## config.mk

```make
export PLATFORM = sky130hd
export DESIGN_NAME = tsd_ctrl
export DESIGN_NICKNAME = d
export VERILOG_FILES = /design/src/tsd_pkg.sv /design/src/tsd_ctrl.sv
export VERILOG_INCLUDE_DIRS = /design/src /design/src/src
export SDC_FILE = /design/constraint.sdc
export NUM_CORES = 1
export LEC_CHECK = 0
export ABC_AREA = 1
export ABC_CLOCK_PERIOD_IN_PS = 2700
export BUFFER_PORTS_ARGS = -buffer_cell sky130_fd_sc_hd__buf_2
export CAP_MARGIN = 30
export CORE_ASPECT_RATIO = 1.75
export CORE_MARGIN = 1.5
export CORE_UTILIZATION = 55
export CTS_BUF_LIST = sky130_fd_sc_hd__clkbuf_8
export DETAILED_ROUTE_END_ITERATION = 10
export PLACE_DENSITY_LB_ADDON = 0.15
export SYNTH_ARGS = -nofsm -noshare
export SYNTH_HDL_FRONTEND = slang
export SYNTH_SLANG_ARGS = --single-unit
```

## constraint.sdc

```tcl
create_clock -name CLK -period 2.7 [get_ports CLK]
set_clock_uncertainty 0.15 [all_clocks]
set_input_delay 0.27 -clock CLK [delete_from_list [all_inputs] [get_ports CLK]]
set_output_delay 0.27 -clock CLK [all_outputs]
set_load 0.05 [all_outputs]
```

## src/tsd_consts.svh

```systemverilog
// Purpose: constants for the transmit switched diversity controller
// Assumes: 100 MHz CLK, Avalon-MM word addressing by byte address
// Notes:   offsets are byte addresses of 32-bit registers
`ifndef TSD_CONSTS_SVH
`define TSD_CONSTS_SVH
`define TSD_OFS_CTRL        6'h00
`define TSD_OFS_PERIOD      6'h04
`define TSD_OFS_RATE_THR    6'h08
`define TSD_OFS_ACTIVE      6'h0C
`define TSD_OFS_STATUS      6'h10
`define TSD_OFS_CSI0        6'h20
`define TSD_CTRL_EN_BIT     0
`define TSD_CTRL_PRO_BIT    1
`define TSD_CTRL_BEGIN_BIT  2
`define TSD_PERIOD_RST      32'h000F4240
`define TSD_RATE_THR_RST    8'h10
`define TSD_RSP_TMO         16'h0400
`define TSD_DIV_STAT_BEGIN  2'h1
`define TSD_DIV_STAT_SCAN   2'h2
`define TSD_NUM_ANT         4
`define TSD_ANT_W           2
`endif

```

## src/tsd_pkg.sv

```systemverilog
// Purpose: types for the transmit switched diversity controller
// Assumes: tsd_consts.svh supplies widths
// Notes:   commands travel as packed structs
`include "tsd_consts.svh"
`default_nettype none
package tsd_pkg;
  typedef logic [`TSD_ANT_W-1:0] tsd_ant_t;
  // Outgoing diversity setup request
  typedef struct packed {
    logic     valid;
    logic [1:0] status;
    tsd_ant_t antenna;
  } tsd_req_t;
  // Incoming diversity setup response
  typedef struct packed {
    logic       valid;
    logic       capable;
    logic [7:0] rate;
  } tsd_rsp_t;
  // Incoming switch command
  typedef struct packed {
    logic valid;
    logic do_switch;
  } tsd_sw_t;
  typedef enum logic [4:0] {
    ST_IDLE  = 5'h01,
    ST_SETUP = 5'h02,
    ST_RUN   = 5'h04,
    ST_SCAN  = 5'h08,
    ST_PICK  = 5'h10
  } tsd_state_t;
endpackage
`default_nettype wire

```

## src/tsd_ctrl.sv

```systemverilog
// Purpose: source-side transmit switched diversity control
// Assumes: single clock, peer keeps its own response and switch duties
// Notes:   Avalon-MM slave, one waitrequest-low cycle per access
//
// Overview of operation
// - Start diversity with a setup request marked begin on any antenna.
// - On a switch command requesting change, move to another antenna.
// - Initial active antenna is any antenna, set by software.
// - Proactive mode enters scan periodically to probe inactive antennas.
// - Scan only begins while no data transmission is in progress.
// - Scan steps antennas, sends scan request, stores returned state.
// - After a full scan choose the antenna with highest rate.
// - A rate drop from poor channel may trigger a reselection.
// - Below the rate threshold, keep rescanning periodically.
`include "tsd_consts.svh"
`default_nettype none
module tsd_ctrl
(
  input  wire logic             CLK,
  input  wire logic             SYS_RST,
  input  wire logic [5:0]       AVS_ADDRESS,
  input  wire logic             AVS_READ,
  input  wire logic             AVS_WRITE,
  input  wire logic [31:0]      AVS_WRITEDATA,
  output logic [31:0]           AVS_READDATA,
  output logic                  AVS_WAITREQUEST,
  input  wire logic             TX_BUSY,
  input  wire logic [7:0]       CUR_RATE,
  input  wire tsd_pkg::tsd_rsp_t RSP,
  input  wire tsd_pkg::tsd_sw_t  SW_CMD,
  output tsd_pkg::tsd_req_t     REQ,
  output tsd_pkg::tsd_ant_t     ACTIVE_ANT
);

  logic [2:0]          ctrl_reg;
  logic [31:0]         period_reg;
  logic [7:0]          rate_thr_reg;
  tsd_pkg::tsd_ant_t   active_reg;
  logic [7:0]          csi_reg [`TSD_NUM_ANT];
  logic                capable_reg;
  tsd_pkg::tsd_state_t state_reg;
  logic [31:0]         timer_reg;
  tsd_pkg::tsd_ant_t   scan_ant_reg;
  tsd_pkg::tsd_ant_t   best_ant_reg;
  logic [7:0]          best_rate_reg;
  logic [7:0]          last_rate_reg;
  logic                rate_drop_reg;
  logic                begin_req_reg;
  logic                ack_reg;
  logic                wr_ok;
  logic                rd_ok;
  logic [15:0]         wait_reg;
  logic                rsp_late;

  // Next antenna in round-robin order, used for switching and scanning
  function automatic tsd_pkg::tsd_ant_t next_ant(input tsd_pkg::tsd_ant_t a);
    next_ant = a + `TSD_ANT_W'(1);
  endfunction

  // An access is taken only in the cycle before its acknowledge, so a
  // request held through waitrequest is never counted twice
  assign wr_ok = AVS_WRITE && !ack_reg;
  assign rd_ok = AVS_READ && !ack_reg;

  // Waitrequest low for one cycle per access, high otherwise
  always_ff @(posedge CLK)
  begin
    if (SYS_RST)
      ack_reg <= 1'b0;
    else
      ack_reg <= (AVS_READ || AVS_WRITE) && !ack_reg;
  end

  always_ff @(posedge CLK)
  begin
    if (SYS_RST)
      AVS_WAITREQUEST <= 1'b1;
    else
      AVS_WAITREQUEST <= !((AVS_READ || AVS_WRITE) && !ack_reg);
  end

  // Configuration registers written by software. The start bit clears
  // itself once the request is out, whatever other register the bus
  // writes that cycle, so a later re-enable cannot fire a stale start; a
  // write to the control word in that same cycle still wins.
  always_ff @(posedge CLK)
  begin
    if (SYS_RST)
    begin
      ctrl_reg     <= 3'h0;
      period_reg   <= `TSD_PERIOD_RST;
      rate_thr_reg <= `TSD_RATE_THR_RST;
    end
    else
    begin
      if (begin_req_reg)
        ctrl_reg[`TSD_CTRL_BEGIN_BIT] <= 1'b0; // Self-clearing start
      if (wr_ok)
      begin
        case (AVS_ADDRESS)
          `TSD_OFS_CTRL:     ctrl_reg <= AVS_WRITEDATA[2:0];
          `TSD_OFS_PERIOD:   period_reg <= AVS_WRITEDATA;
          `TSD_OFS_RATE_THR: rate_thr_reg <= AVS_WRITEDATA[7:0];
          default: ;
        endcase
      end
    end
  end

  // Read mux; unmapped addresses read zero
  always_ff @(posedge CLK)
  begin
    if (SYS_RST)
      AVS_READDATA <= 32'h0;
    else if (rd_ok)
    begin
      case (AVS_ADDRESS)
        `TSD_OFS_CTRL:     AVS_READDATA <= {29'h0, ctrl_reg};
        `TSD_OFS_PERIOD:   AVS_READDATA <= period_reg;
        `TSD_OFS_RATE_THR: AVS_READDATA <= {24'h0, rate_thr_reg};
        `TSD_OFS_ACTIVE:   AVS_READDATA <= {30'h0, active_reg};
        `TSD_OFS_STATUS:
          AVS_READDATA <= {26'h0, capable_reg, state_reg};
        `TSD_OFS_CSI0, `TSD_OFS_CSI0 + 6'h04,
        `TSD_OFS_CSI0 + 6'h08, `TSD_OFS_CSI0 + 6'h0C:
          AVS_READDATA <= {24'h0, csi_reg[AVS_ADDRESS[3:2]]};
        default:           AVS_READDATA <= 32'h0;
      endcase
    end
  end

  // Rate drop detector for event-driven reselection
  always_ff @(posedge CLK)
  begin
    if (SYS_RST)
    begin
      last_rate_reg <= 8'h0;
      rate_drop_reg <= 1'b0;
    end
    else
    begin
      last_rate_reg <= CUR_RATE;
      if (CUR_RATE < last_rate_reg)
        rate_drop_reg <= 1'b1;
      else if (state_reg == tsd_pkg::ST_SCAN)
        rate_drop_reg <= 1'b0;
    end
  end

  // Scan period timer; only runs while the sequencer is in ST_RUN
  always_ff @(posedge CLK)
  begin
    if (SYS_RST)
      timer_reg <= 32'h0;
    else if (state_reg != tsd_pkg::ST_RUN || timer_reg >= period_reg)
      timer_reg <= 32'h0;
    else
      timer_reg <= timer_reg + 32'h1;
  end

  // Answer watchdog: a peer that never responds must not park the
  // sequencer in setup or scan; restarts with every request sent
  always_ff @(posedge CLK)
  begin
    if (SYS_RST || REQ.valid ||
        (state_reg != tsd_pkg::ST_SETUP && state_reg != tsd_pkg::ST_SCAN))
      wait_reg <= 16'h0;
    else if (!rsp_late)
      wait_reg <= wait_reg + 16'h1;
  end

  assign rsp_late = wait_reg >= `TSD_RSP_TMO; // Saturates, never wraps

  // Main sequencer: setup, run, scan and pick. It also owns the antenna
  // select, so the RF switch moves on the very edge a request leaves
  always_ff @(posedge CLK)
  begin
    if (SYS_RST)
    begin
      state_reg     <= tsd_pkg::ST_IDLE;
      active_reg    <= '0;
      scan_ant_reg  <= '0;
      best_ant_reg  <= '0;
      best_rate_reg <= 8'h0;
      capable_reg   <= 1'b0;
      begin_req_reg <= 1'b0;
      REQ           <= '0;
      ACTIVE_ANT    <= '0;
      for (int i = 0; i < `TSD_NUM_ANT; i++)
        csi_reg[i] <= 8'h0;
    end
    else
    begin
      REQ.valid     <= 1'b0;
      begin_req_reg <= 1'b0;
      case (state_reg)
        tsd_pkg::ST_IDLE:
        begin
          if (wr_ok && AVS_ADDRESS == `TSD_OFS_ACTIVE)
          begin
            active_reg <= AVS_WRITEDATA[`TSD_ANT_W-1:0];
            ACTIVE_ANT <= AVS_WRITEDATA[`TSD_ANT_W-1:0];
          end
          if (ctrl_reg[`TSD_CTRL_EN_BIT] &&
              ctrl_reg[`TSD_CTRL_BEGIN_BIT])
          begin
            REQ.valid     <= 1'b1;
            REQ.status    <= `TSD_DIV_STAT_BEGIN;
            REQ.antenna   <= active_reg;
            begin_req_reg <= 1'b1;
            state_reg     <= tsd_pkg::ST_SETUP;
          end
        end
        tsd_pkg::ST_SETUP:
        begin
          if (!ctrl_reg[`TSD_CTRL_EN_BIT])
            state_reg <= tsd_pkg::ST_IDLE;
          else if (RSP.valid)
          begin
            capable_reg <= RSP.capable;
            state_reg   <= RSP.capable ? tsd_pkg::ST_RUN
                                       : tsd_pkg::ST_IDLE;
          end
          else if (rsp_late)
            state_reg <= tsd_pkg::ST_IDLE; // Silent peer; software retries
        end
        tsd_pkg::ST_RUN:
        begin
          if (!ctrl_reg[`TSD_CTRL_EN_BIT])
            state_reg <= tsd_pkg::ST_IDLE;
          else if (SW_CMD.valid && SW_CMD.do_switch)
          begin
            // Unconditional: no metric is weighed on this side
            active_reg <= next_ant(active_reg);
            ACTIVE_ANT <= next_ant(active_reg);
          end
          else if (ctrl_reg[`TSD_CTRL_PRO_BIT] && !TX_BUSY &&
                   (timer_reg >= period_reg || rate_drop_reg ||
                    (CUR_RATE < rate_thr_reg &&
                     timer_reg >= period_reg)))
          begin
            scan_ant_reg  <= next_ant(active_reg);
            best_ant_reg  <= active_reg;
            best_rate_reg <= CUR_RATE;
            csi_reg[active_reg] <= CUR_RATE;
            REQ.valid     <= 1'b1;
            REQ.status    <= `TSD_DIV_STAT_SCAN;
            // Antenna moves with the request, so the probe leaves on it
            ACTIVE_ANT    <= next_ant(active_reg);
            REQ.antenna   <= next_ant(active_reg);
            state_reg     <= tsd_pkg::ST_SCAN;
          end
        end
        tsd_pkg::ST_SCAN:
        begin
          if (!ctrl_reg[`TSD_CTRL_EN_BIT])
          begin
            ACTIVE_ANT <= active_reg; // Leave the probe antenna at once
            state_reg  <= tsd_pkg::ST_IDLE;
          end
          else if (RSP.valid)
          begin
            csi_reg[scan_ant_reg] <= RSP.rate;
            if (RSP.rate > best_rate_reg)
            begin
              best_rate_reg <= RSP.rate;
              best_ant_reg  <= scan_ant_reg;
            end
            if (next_ant(scan_ant_reg) == active_reg)
              state_reg <= tsd_pkg::ST_PICK;
            else
            begin
              scan_ant_reg <= next_ant(scan_ant_reg);
              REQ.valid    <= 1'b1;
              REQ.status   <= `TSD_DIV_STAT_SCAN;
              REQ.antenna  <= next_ant(scan_ant_reg);
              ACTIVE_ANT   <= next_ant(scan_ant_reg);
            end
          end
          else if (rsp_late)
          begin
            // Partial scan dropped; stay on the antenna in service
            ACTIVE_ANT <= active_reg;
            state_reg  <= tsd_pkg::ST_RUN;
          end
        end
        tsd_pkg::ST_PICK:
        begin
          active_reg <= best_ant_reg;
          ACTIVE_ANT <= best_ant_reg;
          state_reg  <= tsd_pkg::ST_RUN;
        end
        default: state_reg <= tsd_pkg::ST_IDLE;
      endcase
    end
  end

endmodule
`default_nettype wire

```

==> results.md <==
* Port Buf Inserts at 102
* GRT Util Overall at 0.284
* Fmax at 388 MHz
* Status: finished clean
* Crit path required time at 2.74 ns
* Rows at 63
* Least-Margin Pin Slew at 0.796 ns
* # setup viols final at 0
* Crit end category: flip-flop
* Final Util at 0.681
* Final WL at 24.9 mm
* Ant diodes at 0
* Hold WC Path Type: input port to flip-flop
* Clock sinks at 194
* Largest net degree at the start of global routing at 88
* Number of global-route vias before repair at 8556
* First-pass DRT Iterations at 5
* Wire per inst at 15.1 um
* Core Box Area at 0.0169 sq mm
* WL met1 at 8.91 mm
* Initial antenna violation count at 0
* Highest metal used: met4
* Starting Density at 0.563
* Post-DRT Antenna Nets at 0
* Die footprint at 0.0182 sq mm
* Critical Path, Cell by Cell: ha_1 -> a21oi_1 -> o21ai_1 -> nand2_1 -> nand3_1 -> nor2_4 -> nand3_4 -> nand4_4 -> nor2_1 -> nor2_2 -> nand2_1 -> nor2_2 -> buf_6
* Crit path max fanout at 8
* Rel. slew slack at 0.468
* CTS tree: yes
* Hold WS at 0.0301 ns
* DP Wirelength at 18.5 mm
* RSZ-0062 raised after global routing: no
* RD Place Congestion at 0.950
* Post-Syn Instances at 1247
* Crit start category: flip-flop
* #FFs+latches synth at 194
* PwrDens at 475 mW/mm^2
* Sequential-to-total area share from yosys stat at 0.440
* Final Hold Fails at 0
* DR vias at 8758
* First-pass GRT wire length at 39.5 mm
* Worst-path clk slew at 0.11 ns
* Post-synthesis async set-or-reset flop share at 0
* Initial DRC Count at 324
* Syn avg cell area at 7.65 sq um
* Clk_lat worst skew at 0.47 ns
* Yosys warning count at 0
* EDFF count, synth at 32
* Layout cells sized above 1 at 0.194
* Die Height at 177 um
* Leakage power figure at 0.00492 uW
* Grt ovf at 0
* Delay-heaviest family, CP: simple AND/OR/NAND/NOR gates
* Area Overhead vs Synth at 20.9%
* Synth Flop Type: dfxtp_1
* Clk buf depth at 2
* Fillers at 1453
* Tmin final at 2.58 ns
* Met3 WL post-DR at 911 um
* # Max-Cap Violations at 0
* Critical setup path kind: flip-flop to flip-flop
* Fin crit share at 0.955
* Die Wd at 103 um
* Count of cell types in the netlist at 52
* Worst path slowest cell: dfxtp_1
* DRC Markers at 0
* Wire length on met2 at 13.8 mm
* Most common cell after layout, fill and taps aside: nand2_1
* Root Driver: clkbuf_8
* Slew Limit Fails at 0
* Most frequent cells in the layout: nand2_1 (228), inv_1 (161), dfxtp_1 (152)
* Top Ports at 103
* Worst Path Buf+Inv at 1
* Critical path arrival at 2.62 ns
* Reg2Reg Setup Slack at 0.12 ns
* Syn Std Cell Area at 0.00955 sq mm
* Vias/cell at 5.29
* CTS Buf Count at 17
* Maximum vdd drop at 0.000350 V
* Mapped Nets at 1360
* H-tree depth at 4
* Max stage delay on crit path at 0.44 ns
* Layout net count at 1529
-- synth_stat cells (4+ instances only) --
master	count	share of area
nand3_2	5	0.0052
a22oi_1	6	0.0047
a21oi_1	135	0.071
nand2_2	8	0.0052
edfxtp_1	32	0.10
o211ai_1	13	0.010
nor2_4	6	0.0071
nor2_1	152	0.060
nand3_1	21	0.011
nor3_2	4	0.0042
inv_2	8	0.0031
nand2_1	235	0.092
nand4_1	19	0.012
ha_1	50	0.066
or2_2	4	0.0026
xnor2_1	5	0.0046
nor3_1	15	0.0079
buf_2	7	0.0037
dfxtp_1	162	0.34
nor2_2	10	0.0066
o21ai_0	100	0.052
a41oi_1	4	0.0037
inv_1	167	0.066
xor2_1	10	0.0092
clkbuf_1	27	0.011
-- layer usage --
| layer | vias up | global-route usage |
|---|---|---|
| li1 | 4414 | - |
| met1 | 4059 | 0.270 |
| met4 | 0 | 0.170 |
| met2 | 209 | 0.548 |
| met3 | 76 | 0.0474 |
| met5 | - | 0 |
-- report_power, final --
group | leakage [uW] | internal, uW | total, uW | switching, uW
Combinational | 0.00308 | 198 | 573 | 375
Sequential | 0.00165 | 3000 | 3040 | 42.8
Clock | 0.000194 | 760 | 1870 | 1110
Total | 0.00492 | 3960 | 5480 | 1520
-- worst reg2reg max path: cells and delay by family, from the launching register on --
kind	cells	cell delay, ns
buffers and inverters	1	0.15
adder cells (fa/ha/maj)	1	0.29
AND/OR/NAND/NOR	9	1.05
AO/OA/AOI/OAI	2	0.21
flip-flops	1	0.44
-- through the flow --
step	std cells	TNS [ns]	setup WS (ns)	cell area (sq um)	power, uW
2_1_floorplan	1247	0	0.153	9550	3430
3_3_place_gp	1582	0	0.0210	10500	3620
3_5_place_dp	1582	-0.769	-0.0442	10500	3620
4_1_cts	1654	0	0.0235	11300	5510
5_1_grt	1656	0	0.00190	11500	5690
6_report	1656	0	0.120	11500	5480
-- cell families (layout without fill, tap and decap cells) --
family                   Yosys count  in the layout  synth area share
AO/OA/AOI/OAI                    278            278             0.160
XOR/XNOR                          16             16            0.0155
adder cells (fa/ha/maj)           50             50            0.0655
buffers and inverters            213            395            0.0862
flip-flops                       194            194             0.440
AND/OR/NAND/NOR                  496            496             0.233
-- path summary, 6_finish.rpt --
check,depth (start not counted),from,to
max reg2reg,13,timer_reg[27],csi_reg[3][2]
min,5,RSP[8],capable_reg
max,13,timer_reg[27],csi_reg[3][2]
min reg2reg,2,wait_reg[15],wait_reg[15]
-- layout make-up --
| type | instances | area [sq um] | area share |
|---|---|---|---|
| multi-input combinational | 840 | 4690 | 0.406 |
| clock buffer | 17 | 234 | 0.0203 |
| inverter | 176 | 661 | 0.0572 |
| timing repair buffer | 187 | 1300 | 0.113 |
| sequential | 194 | 4220 | 0.365 |
| clock inverter | 15 | 155 | 0.0134 |
| tap | 227 | 284 | 0.0246 |
-- timing repair --
item / in CTS / in global routing
gates cloned: 0 / 0
pin swaps: 0 / 17
setup buffers: 0 / 2
endpoints found under the hold margin: 49 / 0
hold buffers: 40 / 0
endpoints found under the setup margin: 32 / 72
resized for setup: 5 / 46
(Power assumes the default switching activity.)
